--- src/logic/dyas_pkg.sv ---
// Constants, register map and carrier types of the dynamometer alarm supervisor.
package dyas_pkg;
  localparam logic [7:0] REG_CTRL = 8'h00;
  localparam logic [7:0] REG_LIM0 = 8'h04;
  localparam logic [7:0] REG_LIM1 = 8'h08;
  localparam logic [7:0] REG_GLIM = 8'h0C;
  localparam logic [7:0] REG_STAT = 8'h10;
  localparam logic [7:0] REG_LIMSEL = 8'h14;
  localparam int CTRL_ALARM_EN = 0;
  localparam int CTRL_AIR_EN = 1;
  localparam int CTRL_WATER_EN = 2;
  localparam int CTRL_EXT_EN = 3;
  localparam int CTRL_CLUTCH_EN = 4;
  localparam int CTRL_TANDEM = 5;
  localparam int CTRL_TYPE_LO = 6;
  localparam int STAT_MSG_LO = 12;
  localparam int STAT_OL_LO = 16;
  localparam int STAT_SEL = 18;
  localparam int STAT_STBY = 19;
  localparam logic [7:0] CTRL_RESET = 8'h01;
  localparam logic [15:0] LIMIT_RESET = 16'h0001;
  localparam logic [15:0] GLIMIT_RESET = 16'hFFFF;
  localparam int CLK_PERIOD_NS = 5;
  localparam int MS_NS = 1000000;
  localparam int TICK_CYC = MS_NS / CLK_PERIOD_NS;
  localparam int MS_W = 13;
  localparam logic [MS_W-1:0] PERSIST_MS = 13'h1388;
  localparam logic [MS_W-1:0] HOLD_MS = 13'h0BB8;
  localparam logic [MS_W-1:0] STBY_MS = 13'h03E8;
  localparam logic [MS_W-1:0] CLUTCH_MS = 13'h0064;
  typedef enum logic [1:0] {
    BRK_HYST = 2'h0,
    BRK_EDDY = 2'h1,
    BRK_POWDER = 2'h2
  } dyas_brake_t;
  typedef enum logic [3:0] {
    MSG_NONE = 4'h0,
    MSG_TEMP = 4'h1,
    MSG_ELEC = 4'h2,
    MSG_EXT = 4'h3,
    MSG_AIR = 4'h4,
    MSG_WATER = 4'h5,
    MSG_CLUTCH = 4'h6,
    MSG_TORQUE = 4'h7,
    MSG_GLOBAL = 4'hA
  } dyas_msg_t;
  typedef enum logic [1:0] {
    CL_IDLE = 2'h0,
    CL_TOG1 = 2'h1,
    CL_TOG2 = 2'h3,
    CL_FAIL = 2'h2
  } dyas_clutch_t;
  typedef struct packed {
    logic temp;
    logic elec;
    logic ext;
    logic air;
    logic water;
    logic clutch;
    logic glob;
    logic [1:0] tq;
  } dyas_alarm_t;
endpackage : dyas_pkg

--- src/logic/dyas_supervisor.sv ---
// Alarm supervisor: limit checks, alarm latches, excitation override and APB registers.
// Behaviour
// - Torque above limit, under 120%: overload flag.
// - Over 120% or overload over 5 s: alarm.
// - Torque alarm: relay open, hold 3 s, zero.
// - Tandem over global limit: same torque action.
// - Global alarm only in eddy/powder tandem.
// - Air flow: hysteresis only, off default, brake on.
// - Air flow loss: relay open, excitation 10%.
// - Water flow loss on eddy/powder: relay, 10%.
// - External input low when enabled: relay, 10%.
// - Overheat: relay, 10% now, zero after 3 s.
// - Temperature/electrical always on, eddy/powder only.
// - Electrical overload: relay open, excitation zero now.
// - Standby pulses one second after their reset.
// - Clutch open at zero speed: toggle twice, alarm.
// - Clutch alarm shows clutch failure message.
// - Non-shift key clears alarm once condition gone.
// - Temperature/electrical/clutch stay until condition clears.
// - Torque limit defaults to one, per channel.
// - Two channel limits, channel key selects.
// - Display shows highest-priority active alarm only.
// - Enabled alarms are watched on both channels.
`timescale 1ns/100ps
`default_nettype none
module dyas_supervisor
  import dyas_pkg::*;
#(
  parameter int TW = 16,
  parameter int EW = 16,
  parameter int TICK_CYCLES = TICK_CYC
) (
  input wire logic pclk,
  input wire logic presetn,
  input wire logic pclken,
  input wire logic psel,
  input wire logic penable,
  input wire logic pwrite,
  input wire logic [7:0] paddr,
  input wire logic [31:0] pwdata,
  output logic [31:0] prdata,
  output logic pready,
  output logic pslverr,
  input wire logic [TW-1:0] torque0,
  input wire logic [TW-1:0] torque1,
  input wire logic brake_on,
  input wire logic air_flow_ok,
  input wire logic water_flow_ok,
  input wire logic ext_tied,
  input wire logic thermal_ok,
  input wire logic elec_overload,
  input wire logic clutch_closed,
  input wire logic speed_zero,
  input wire logic clutch_cmd,
  input wire logic key_press,
  input wire logic key_shift,
  input wire logic channel_select_key,
  input wire logic [EW-1:0] exc_cmd_in,
  output logic relay_closed,
  output logic [EW-1:0] exc_cmd_out,
  output logic standby,
  output logic clutch_ctrl,
  output logic [1:0] overload_indication,
  output dyas_msg_t alarm_msg,
  output logic msg_channel
);
  generate
    if (TW < 2 || TW > 16 || EW < 4 || TICK_CYCLES < 1 || TICK_CYCLES > 262143) begin : g_bad
      $error("dyas_supervisor: unsupported parameter values");
    end
  endgenerate

  function automatic logic [EW-1:0] pct10(input logic [EW-1:0] v);
    pct10 = v / EW'(10);
  endfunction : pct10

  function automatic logic over120(input logic [TW-1:0] t, input logic [TW:0] lim);
    over120 = ({3'h0, t} * (TW+4)'(5)) > ({3'h0, lim} * (TW+4)'(6));
  endfunction : over120

  logic [7:0] ctrl;
  logic [TW-1:0] limit [2];
  logic [TW:0] glimit;
  logic sel_ch;
  dyas_alarm_t alarm;
  logic [17:0] tick_cnt;
  logic [MS_W-1:0] persist [2];
  logic [MS_W-1:0] alarm_ms;
  logic [MS_W-1:0] stby_ms;
  logic [MS_W-1:0] cl_ms;
  dyas_clutch_t cl_state;
  logic cl_flip;
  logic [EW-1:0] exc_last;

  wire tick = (tick_cnt == 18'(TICK_CYCLES - 1));
  wire dyas_brake_t brake_type = dyas_brake_t'(ctrl[CTRL_TYPE_LO +: 2]);
  wire wp_brake = (brake_type == BRK_EDDY) || (brake_type == BRK_POWDER);
  wire alarms_on = ctrl[CTRL_ALARM_EN];
  wire tandem = ctrl[CTRL_TANDEM];
  wire key_clear = key_press && !key_shift;
  wire [TW-1:0] torque [2];
  assign torque[0] = torque0;
  assign torque[1] = torque1;
  wire [TW:0] tandem_sum = {1'b0, torque0} + {1'b0, torque1};

  logic [1:0] over;
  logic [1:0] hard;
  logic [1:0] tq_cond;
  always_comb begin
    for (int c = 0; c < 2; c++) begin
      over[c] = torque[c] > limit[c];
      hard[c] = over120(torque[c], {1'b0, limit[c]});
      tq_cond[c] = alarms_on && (hard[c] || (over[c] && persist[c] >= PERSIST_MS));
    end
  end

  wire glob_mode = tandem && wp_brake;
  wire glob_cond = alarms_on && glob_mode && (tandem_sum > glimit);
  wire air_cond = alarms_on && ctrl[CTRL_AIR_EN] && brake_type == BRK_HYST
      && brake_on && !air_flow_ok;
  wire water_cond = alarms_on && ctrl[CTRL_WATER_EN] && wp_brake
      && brake_on && !water_flow_ok;
  wire ext_cond = alarms_on && ctrl[CTRL_EXT_EN] && !ext_tied;
  wire temp_cond = wp_brake && !thermal_ok;
  wire elec_cond = wp_brake && elec_overload;
  wire clutch_cond = (cl_state == CL_FAIL) && !clutch_closed;

  dyas_alarm_t cond;
  assign cond = '{temp: temp_cond, elec: elec_cond, ext: ext_cond, air: air_cond,
      water: water_cond, clutch: clutch_cond, glob: glob_cond, tq: tq_cond};

  // A present condition re-sets its latch in the same cycle, so a key never loses it.
  dyas_alarm_t next_alarm;
  assign next_alarm = cond | (key_clear ? '0 : alarm);
  wire any_alarm = |alarm;

  wire clutch_mode = ctrl[CTRL_CLUTCH_EN] && tandem && wp_brake;
  dyas_clutch_t next_cl;
  always_comb begin
    next_cl = cl_state;
    case (cl_state)
      CL_IDLE: if (clutch_mode && speed_zero && !clutch_closed) next_cl = CL_TOG1;
      CL_TOG1: if (tick && cl_ms >= CLUTCH_MS) next_cl = CL_TOG2;
      CL_TOG2: if (tick && cl_ms >= CLUTCH_MS) next_cl = clutch_closed ? CL_IDLE : CL_FAIL;
      CL_FAIL: if (!alarm.clutch && !clutch_cond) next_cl = CL_IDLE;
      default: next_cl = CL_IDLE;
    endcase
  end

  logic [EW-1:0] next_exc;
  wire hold_done = alarm_ms >= HOLD_MS;
  always_comb begin
    if (alarm.elec) next_exc = '0;
    else if (alarm.temp) next_exc = hold_done ? '0 : pct10(exc_last);
    else if (alarm.ext || alarm.air || alarm.water) next_exc = pct10(exc_last);
    else if (alarm.glob || |alarm.tq) next_exc = hold_done ? '0 : exc_last;
    else if (alarm.clutch) next_exc = exc_last;
    else next_exc = exc_cmd_in;
  end

  dyas_msg_t next_msg;
  logic next_msg_ch;
  always_comb begin
    next_msg_ch = 1'b0;
    if (alarm.temp) next_msg = MSG_TEMP;
    else if (alarm.elec) next_msg = MSG_ELEC;
    else if (alarm.ext) next_msg = MSG_EXT;
    else if (alarm.air) next_msg = MSG_AIR;
    else if (alarm.water) next_msg = MSG_WATER;
    else if (alarm.clutch) next_msg = MSG_CLUTCH;
    else if (|alarm.tq) begin
      next_msg = MSG_TORQUE;
      next_msg_ch = !alarm.tq[0];
    end else if (alarm.glob) next_msg = MSG_GLOBAL;
    else next_msg = MSG_NONE;
  end

  wire stby_start = (alarm.temp && !next_alarm.temp) || (alarm.elec && !next_alarm.elec);

  // APB: pready rises one cycle into the access phase; the write lands on the completing edge.
  wire acc = psel && penable;
  wire done = acc && pready;
  wire hit_ctrl = paddr == REG_CTRL;
  wire hit_lim0 = paddr == REG_LIM0 || (paddr == REG_LIMSEL && !sel_ch);
  wire hit_lim1 = paddr == REG_LIM1 || (paddr == REG_LIMSEL && sel_ch);
  wire hit_glim = paddr == REG_GLIM;
  wire mapped = hit_ctrl || hit_lim0 || hit_lim1 || hit_glim || paddr == REG_STAT;
  logic [31:0] rd_mux;
  always_comb begin
    rd_mux = '0;
    if (hit_ctrl) rd_mux[7:0] = ctrl;
    else if (hit_lim0) rd_mux[TW-1:0] = limit[0];
    else if (hit_lim1) rd_mux[TW-1:0] = limit[1];
    else if (hit_glim) rd_mux[TW:0] = glimit;
    else if (paddr == REG_STAT) begin
      rd_mux[$bits(dyas_alarm_t)-1:0] = alarm;
      rd_mux[STAT_MSG_LO +: 4] = alarm_msg;
      rd_mux[STAT_OL_LO +: 2] = overload_indication;
      rd_mux[STAT_SEL] = sel_ch;
      rd_mux[STAT_STBY] = standby;
    end
  end

  always_ff @(posedge pclk or negedge presetn) begin
    if (!presetn) begin
      pready <= 1'b0;
      pslverr <= 1'b0;
      prdata <= '0;
    end else if (pclken) begin
      pready <= acc && !pready;
      pslverr <= acc && !pready && !mapped;
      prdata <= (acc && !pready && !pwrite) ? rd_mux : '0;
    end
  end

  always_ff @(posedge pclk or negedge presetn) begin
    if (!presetn) begin
      ctrl <= CTRL_RESET;
      limit[0] <= TW'(LIMIT_RESET);
      limit[1] <= TW'(LIMIT_RESET);
      glimit <= (TW+1)'(GLIMIT_RESET);
      sel_ch <= 1'b0;
    end else if (pclken) begin
      if (channel_select_key) sel_ch <= !sel_ch;
      if (done && pwrite && hit_ctrl) ctrl <= pwdata[7:0];
      if (done && pwrite && hit_lim0) limit[0] <= pwdata[TW-1:0];
      if (done && pwrite && hit_lim1) limit[1] <= pwdata[TW-1:0];
      if (done && pwrite && hit_glim) glimit <= pwdata[TW:0];
    end
  end

  always_ff @(posedge pclk or negedge presetn) begin
    if (!presetn) begin
      tick_cnt <= '0;
      persist[0] <= '0;
      persist[1] <= '0;
      alarm_ms <= '0;
      stby_ms <= '0;
    end else if (pclken) begin
      tick_cnt <= tick ? '0 : tick_cnt + 18'h00001;
      for (int c = 0; c < 2; c++) begin
        if (!over[c]) persist[c] <= '0;
        else if (tick && persist[c] != PERSIST_MS) persist[c] <= persist[c] + 13'h0001;
      end
      if (!any_alarm) alarm_ms <= '0;
      else if (tick && !hold_done) alarm_ms <= alarm_ms + 13'h0001;
      if (stby_start) stby_ms <= STBY_MS;
      else if (tick && stby_ms != '0) stby_ms <= stby_ms - 13'h0001;
    end
  end

  always_ff @(posedge pclk or negedge presetn) begin
    if (!presetn) begin
      cl_state <= CL_IDLE;
      cl_ms <= '0;
      cl_flip <= 1'b0;
    end else if (pclken) begin
      cl_state <= next_cl;
      cl_ms <= (next_cl != cl_state) ? '0 : (tick ? cl_ms + 13'h0001 : cl_ms);
      if (next_cl != cl_state && (next_cl == CL_TOG1 || next_cl == CL_TOG2)) begin
        cl_flip <= !cl_flip;
      end else if (next_cl != cl_state && cl_state == CL_TOG2) begin
        cl_flip <= 1'b0;
      end
    end
  end

  always_ff @(posedge pclk or negedge presetn) begin
    if (!presetn) begin
      alarm <= '0;
      exc_last <= '0;
      relay_closed <= 1'b0;
      exc_cmd_out <= '0;
      standby <= 1'b0;
      clutch_ctrl <= 1'b0;
      overload_indication <= '0;
      alarm_msg <= MSG_NONE;
      msg_channel <= 1'b0;
    end else if (pclken) begin
      alarm <= next_alarm;
      if (!any_alarm) exc_last <= exc_cmd_in;
      relay_closed <= ~|next_alarm;
      exc_cmd_out <= next_exc;
      standby <= stby_start || stby_ms > 13'h0001;
      clutch_ctrl <= clutch_cmd ^ cl_flip;
      overload_indication <= over & ~hard;
      alarm_msg <= next_msg;
      msg_channel <= next_msg_ch;
    end
  end
endmodule : dyas_supervisor
`default_nettype wire

--- config.mk ---
export PLATFORM = sky130hd
export DESIGN_NAME = dyas_supervisor
export DESIGN_NICKNAME = d
export VERILOG_FILES = /design/src/logic/dyas_pkg.sv /design/src/logic/dyas_supervisor.sv
export SDC_FILE = /design/constraint.sdc
export NUM_CORES = 1
export LEC_CHECK = 0
export BUFFER_PORTS_ARGS = -buffer_cell sky130_fd_sc_hd__buf_2
export CORE_UTILIZATION = 55
export DETAILED_ROUTE_END_ITERATION = 8
export GPL_TIMING_DRIVEN = 0
export HOLD_SLACK_MARGIN = 0.15
export PLACE_DENSITY = 0.75
export SLEW_MARGIN = 10
export SYNTH_ARGS = -nofsm -noshare
export SYNTH_HDL_FRONTEND = slang
export SYNTH_SLANG_ARGS = --single-unit
--- constraint.sdc ---
create_clock -name pclk -period 5 [get_ports pclk]
set_clock_uncertainty 0.05 [all_clocks]
set_input_delay 0.25 -clock pclk [delete_from_list [all_inputs] [get_ports pclk]]
set_output_delay 0.25 -clock pclk [all_outputs]
set_load 0.05 [all_outputs]
Yosys cells after proc, flatten, opt, wreduce, memory -nomap -nowiden
Index checks and enable logic that the tools add are counted.
{"block": "op_classes", "n_addsub": 7, "n_mul": 4, "div": 1, "order_cmp": 10, "eq_ne": 19, "muxes": 55, "bitwise": 5, "n_reduce_logical": 102}
{"operator": "2-to-1 mux 16 bit", "n": 9}
{"operator": "2-to-1 mux 13 bit", "n": 10}
{"operator": "adder 13 x 1 -> 13 bit (second input constant)", "n": 4}
{"operator": "logical AND 1 bit", "n": 47}
{"operator": "2-to-1 mux 4 bit", "n": 10}
{"operator": "> comparator 19 bit", "n": 2}
{"operator": "multiplier 16 x 3 -> 19 bit (second input constant)", "n": 2}
{"operator": "multiplier 16 x 2 -> 18 bit (second input constant)", "n": 2}
{"operator": "> comparator 16 bit", "n": 2}
{"operator": "2-to-1 mux 9 bit", "n": 3}
{"operator": ">= comparator 13 bit (second input constant)", "n": 2}
{"operator": "inequality test 13 bit (second input constant)", "n": 2}
{"operator": "AND reduction 2 bit", "n": 12}
{"operator": "2-to-1 mux 20 bit", "n": 1}
{"operator": "adder 18 x 1 -> 18 bit (second input constant)", "n": 1}
{"operator": "equality test 18 bit (second input constant)", "n": 1}
{"operator": "logical NOT 1 bit", "n": 18}
{"operator": "2-to-1 mux 18 bit", "n": 1}
{"operator": "OR reduction 9 bit", "n": 2}
{"operator": "adder 16 x 16 -> 17 bit", "n": 1}
{"operator": "> comparator 17 bit", "n": 1}
{"operator": "divider 16 x 4 -> 16 bit (second input constant)", "n": 1}
{"operator": "equality test 8 x 4 -> 1 bit (second input constant)", "n": 2}
{"operator": "equality test 8 x 5 -> 1 bit (second input constant)", "n": 2}
{"operator": "27 further kinds", "n": 65}
{"block": "totals", "ff_bits": 229, "in_bits": 106, "output_inout_bits": 60, "word_cells": 235}

Depth between registers and ports, before layout
{"block": "logic_depth", "word_depth": 12, "depth_mapped": 26, "mapped_depth_nobuf": 26}

Worst setup path after synthesis
OpenSTA, ideal clock, no wires.
{"block": "synth_timing", "path_kind": "input -> register", "startpoint": "input port torque0[1]", "endpoint": "register relay_closed", "setup_time_ns": 0.110, "t_arrival_ns": 4.352, "t_required_ns": 4.840, "setup_slack_ns": 0.488, "path_stages": 25, "cell_sequence": "ha_1 ha_1 inv_1 fa_1 nor2b_1 o21ai_0 a21boi_0 o21ai_0 a21boi_0 o21ai_0 a21boi_0 o21ai_0 a21boi_0 o21a_1 nor2_1 xnor2_1 ha_1 nand2_1 nor2_1 nand4_1 or3_1 o21ai_0 o21ai_0 a21o_1 o41ai_1"}
{"block": "synth_via", "elab_chain_len": 7}
{"item": "start, declared", "line": "dyas_supervisor.sv:44", "source": "input wire logic [TW-1:0] torque0,"}
{"item": "multiplier 16 x 3 -> 19 bit or > comparator 16 bit (tied branches)", "line": "dyas_supervisor.sv:78, dyas_supervisor.sv:111"}
{"item": "> comparator 19 bit or logical AND 1 bit (tied branches)", "line": "dyas_supervisor.sv:78, dyas_supervisor.sv:113"}
{"item": "logical OR 1 bit", "line": "dyas_supervisor.sv:113", "source": "tq_cond[c] = alarms_on && (hard[c] || (over[c] && persist[c] >= PERSIST_MS));"}
{"item": "logical AND 1 bit", "line": "dyas_supervisor.sv:113"}
{"item": "OR 9 bit *", "line": "dyas_supervisor.sv:134", "source": "assign next_alarm = cond | (key_clear ? '0 : alarm);"}
{"item": "OR reduction 9 bit *", "line": "dyas_supervisor.sv:282", "source": "relay_closed <= ~|next_alarm;"}
{"item": "logical NOT 1 bit *", "line": "dyas_supervisor.sv:282"}
{"item": "end signal, assigned", "line": "dyas_supervisor.sv:282"}
{"item": "end, declared", "line": "dyas_supervisor.sv:59", "source": "output logic relay_closed,"}
Every way passes the cells marked *; elsewhere a longest branch is shown, timed or not.
A chain may end at the register's enable or synchronous reset.

Worst setup path in the final report
{"block": "layout_timing", "startpoint": "register limit[17] in the netlist's numbering", "endpoint": "register relay_closed"}
{"block": "layout_via", "elab_chain_len": 7}
{"item": "start, declared", "line": "dyas_supervisor.sv:82", "source": "logic [TW-1:0] limit [2];"}
{"item": "multiplier 16 x 2 -> 18 bit or > comparator 16 bit (tied branches)", "line": "dyas_supervisor.sv:78, dyas_supervisor.sv:111"}
{"item": "> comparator 19 bit or logical AND 1 bit (tied branches)", "line": "dyas_supervisor.sv:78, dyas_supervisor.sv:113"}
{"item": "logical OR 1 bit *", "line": "dyas_supervisor.sv:113"}
{"item": "logical AND 1 bit *", "line": "dyas_supervisor.sv:113"}
{"item": "OR 9 bit *", "line": "dyas_supervisor.sv:134"}
{"item": "OR reduction 9 bit *", "line": "dyas_supervisor.sv:282"}
{"item": "logical NOT 1 bit *", "line": "dyas_supervisor.sv:282"}
Marks and branches as above.

==> flow_metrics.env <==
export IMPL_maxCapViolations=0
export IMPL_netlist_instances=2023
export IMPL_clkSinkCount=217
export IMPL_cp_cell_sequence="ha_1 > a21o_1 > a21oi_2 > o21bai_1 > a21oi_2 > o21bai_1 > a21oi_2 > o21bai_1 > a21oi_2 > o21bai_1 > a21oi_2 > nor2b_1 > o31ai_2 > nand2_1 > ha_1 > nand2_1 > nor2_2 > nand4_1 > or3_1 > o21ai_0 > o21ai_2 > a21o_1 > o41ai_2"
export IMPL_placed_cells=2571
export IMPL_cp_num_buf_inv=0
export IMPL_drv_slew=0
export IMPL_wl_mm=52.3
export IMPL_synth_edf_count=0
export IMPL_synthArstFlopShare=1.00
export IMPL_coreArea_sq_um=30800
export IMPL_final_hold_violation_count=0
export IMPL_setup_worst_path_class="reg2reg"
export IMPL_drc=12
export IMPL_yosysWarnings=0
export IMPL_area_growth_synth_to_final_pct=15.8
export IMPL_dp_hpwl_mm=39.8
export IMPL_worstPathArrival_ns=5.08
export IMPL_finalInstanceArea_sq_um=20100
export IMPL_vdd_drop_max_v=0.000266
export IMPL_dieArea_sq_um=32300
export IMPL_cp_common_cell="a21oi_2"
export IMPL_drtAntennaViolNets=0
export IMPL_cpMaxStageDelayCell="dfrtp_2"
export IMPL_total_power_mw=6.68
export IMPL_max_freq_ghz=0.212
export IMPL_synth_seq_area_share=0.314
export IMPL_synth_area_per_cell_sq_um=8.60
export IMPL_setup_viol=0
export IMPL_drt_iter0_markers=1357
export IMPL_fin_crit_ns=4.71
export IMPL_ios=166
export IMPL_synth_most_common_cell="ha_1"
export IMPL_synth_top_cell_area_share=0.285
export IMPL_ys_types=97
export IMPL_rows=64
export IMPL_ys_ff_latch=217
export IMPL_hp_class="in2reg"
export IMPL_cts_max_path_buffers=3
export IMPL_synth_flop_cell="dfrtp_1"
export IMPL_ctsRootBufferMaster="clkbuf_16"
export IMPL_initial_core_util=0.564
export IMPL_final_util=0.653
export IMPL_drt_pass1_iterations=8
export IMPL_antenna_found_initial=1
export IMPL_stdcell_count=2668
export IMPL_slew_headroom=0.0691
export IMPL_clk_latency_ns=0.52
export IMPL_io_buffers=137
export IMPL_via_per_inst=6.17
export IMPL_grt_overflow=0
export IMPL_path_clk_slew_ns=0.06
export IMPL_setup_slack_ns=0.289
export IMPL_die_x_um=180
export IMPL_cp_max_fo=4
export IMPL_gp_congestion=0.932
export IMPL_p_leak_nw=9.54
export IMPL_dieHeight_um=180
export IMPL_cts_tree="built"
export IMPL_grt_pass1_vias=15900
export IMPL_dpl_cell_area_sq_um=18700
export IMPL_wl_per_cell_um=19.6
export IMPL_min_period_over_period=0.942
export IMPL_start_kind="register"
export IMPL_place_ws_ns=-0.754
export IMPL_vias=16500
export IMPL_nFillCells=2605
export IMPL_netlist_area_sq_um=17400
export IMPL_drive_above_1_share=0.140
export IMPL_run_status="complete, but fails checks"
export IMPL_htreeDepth=1
export IMPL_end_kind="register"
export IMPL_numCtsBuffers=24
export IMPL_setup_tns_ns=0
export IMPL_grt_pass1_wl_mm=83.9
export IMPL_p_per_area_nw_per_um2=332
export IMPL_critPathMaxStageDelay_ns=0.43
export IMPL_whs_ns=0.239
export IMPL_cp_required_ns=5.37
export IMPL_yosysTopAreaCell="dfrtp_1"
export IMPL_violations="design-rule violations"
export IMPL_synth_area_top_cells="dfrtp_1 (28%), ha_1 (15%), o21ai_0 (5.1%), nand2_1 (4.1%), xnor2_1 (3.8%)"
export IMPL_grt_start_max_net_pins=114
export IMPL_critical_path_top_delay_family="compound AO/OA/AOI/OAI gates"
export IMPL_tightest_slew_ns=1.38
export IMPL_grtUsageTotal=0.322
export IMPL_nets=2568
export IMPL_yosys_top_cells_count="ha_1 (203), dfrtp_1 (198), nand2_1 (191)"
where the power goes:
group / switching (mW) / internal, mW
Sequential: 0.142 / 1.89
Combinational: 1.77 / 1.08
Clock: 0.721 / 1.07
Total: 2.64 / 4.04
worst reg2reg max path: stages (launching register included):
cell and delay (ns):
dfrtp_2 0.43, ha_1 0.30, a21o_1 0.19, a21oi_2 0.17
o21bai_1 0.10, a21oi_2 0.17, o21bai_1 0.09, a21oi_2 0.17
o21bai_1 0.14, a21oi_2 0.20, o21bai_1 0.10, a21oi_2 0.17
nor2b_1 0.08, o31ai_2 0.25, nand2_1 0.09, ha_1 0.31
nand2_1 0.07, nor2_2 0.17, nand4_1 0.11, or3_1 0.40
o21ai_0 0.11, o21ai_2 0.17, a21o_1 0.24, o41ai_2 0.32
layout by cell type (no fill, tap or decap), types with 8 or more instances in the layout:
cell type and instances:
nor4_1 9, o22ai_1 9, a21oi_1 96, nor3_1 45
xnor2_1 75, dfstp_2 19, a21boi_1 9, a22o_1 15
o21a_1 32, clkbuf_16 25, conb_1 12, a221oi_1 19
nor2b_1 19, dlygate4sd3_1 45, buf_2 145, o31ai_1 8
mux2i_1 21, a21o_1 29, and3_1 15, inv_1 151
dfrtp_1 196, o21ai_0 176, or3_1 21, mux2_2 23
nor2_1 150, o211ai_1 10, nand3_1 43, nand2_1 190
buf_4 25, o2bb2ai_1 27, clkbuf_1 59, nand4_1 44
a21oi_2 19, o21bai_1 32, a21boi_0 8, a222oi_1 8
nand2b_1 17, ha_1 203, xor2_1 39
state kept, by name, summed over array words and instances, names as in the netlist, 2 cells and up:
signal / flops
persist: 26
ctrl: 8
alarm: 9
prdata: 20
tick_cnt: 18
alarm_msg: 4
limit: 32
alarm_ms: 13
overload_indication: 2
cl_state: 2
cl_ms: 13
exc_last: 16
stby_ms: 13
exc_cmd_out: 16
glimit: 17
cell families after synthesis:
group                    after synthesis  share of synthesized area
AND/OR/NAND/NOR                      613                      0.172
XOR/XNOR                             115                     0.0583
buffers and inverters                244                     0.0591
adder cells (fa/ha/maj)              209                      0.152
multiplexers                          45                     0.0275
other                                  1                   0.000216
flip-flops                           217                      0.314
AO/OA/AOI/OAI                        579                      0.217
worst paths after layout:
kind / end / from / depth (start not counted) / slack (ns)
max in group asynchronous: limit[17] / presetn / 3 / 3.48
max reg2reg: relay_closed / limit[17] / 23 / 0.29
min in group asynchronous: stby_ms[5] / presetn / 2 / 0.34
min: cl_state[0] / speed_zero / 4 / 0.24
min reg2reg: prdata[0] / prdata[0] / 1 / 0.44
max: relay_closed / limit[17] / 23 / 0.29
layer usage:
| metal | GRT usage | up-vias | wire length, um |
|---|---|---|---|
| li1 | - | 7744 | - |
| met5 | 0 | - | 0 |
| met1 | 0.421 | 8013 | 22000 |
| met3 | 0.0338 | 135 | 3210 |
| met4 | 0.138 | 0 | 2450 |
| met2 | 0.542 | 577 | 24700 |
cell type report:
cell class	instances	area, sq um	share of cell area
Inverter	153	574	0.0285
Sequential cell	217	5460	0.271
Multi-Input combinational cell	1573	11100	0.551
Antenna cell	1	2.50	0.000124
Clock inverter	6	55.1	0.00273
Buffer	91	455	0.0226
Tap cell	396	495	0.0246
Timing Repair Buffer	194	1250	0.0623
Clock buffer	37	741	0.0368
repair_timing:
action                                  CTS  global route
gates resized for setup                   8            39
buffers inserted                          0             8
pin swaps                                 0             8
hold endpoints to repair                193             0
hold buffers                             45             0
endpoints found under the setup margin    3             7
Power figures use the tool's default switching activity.
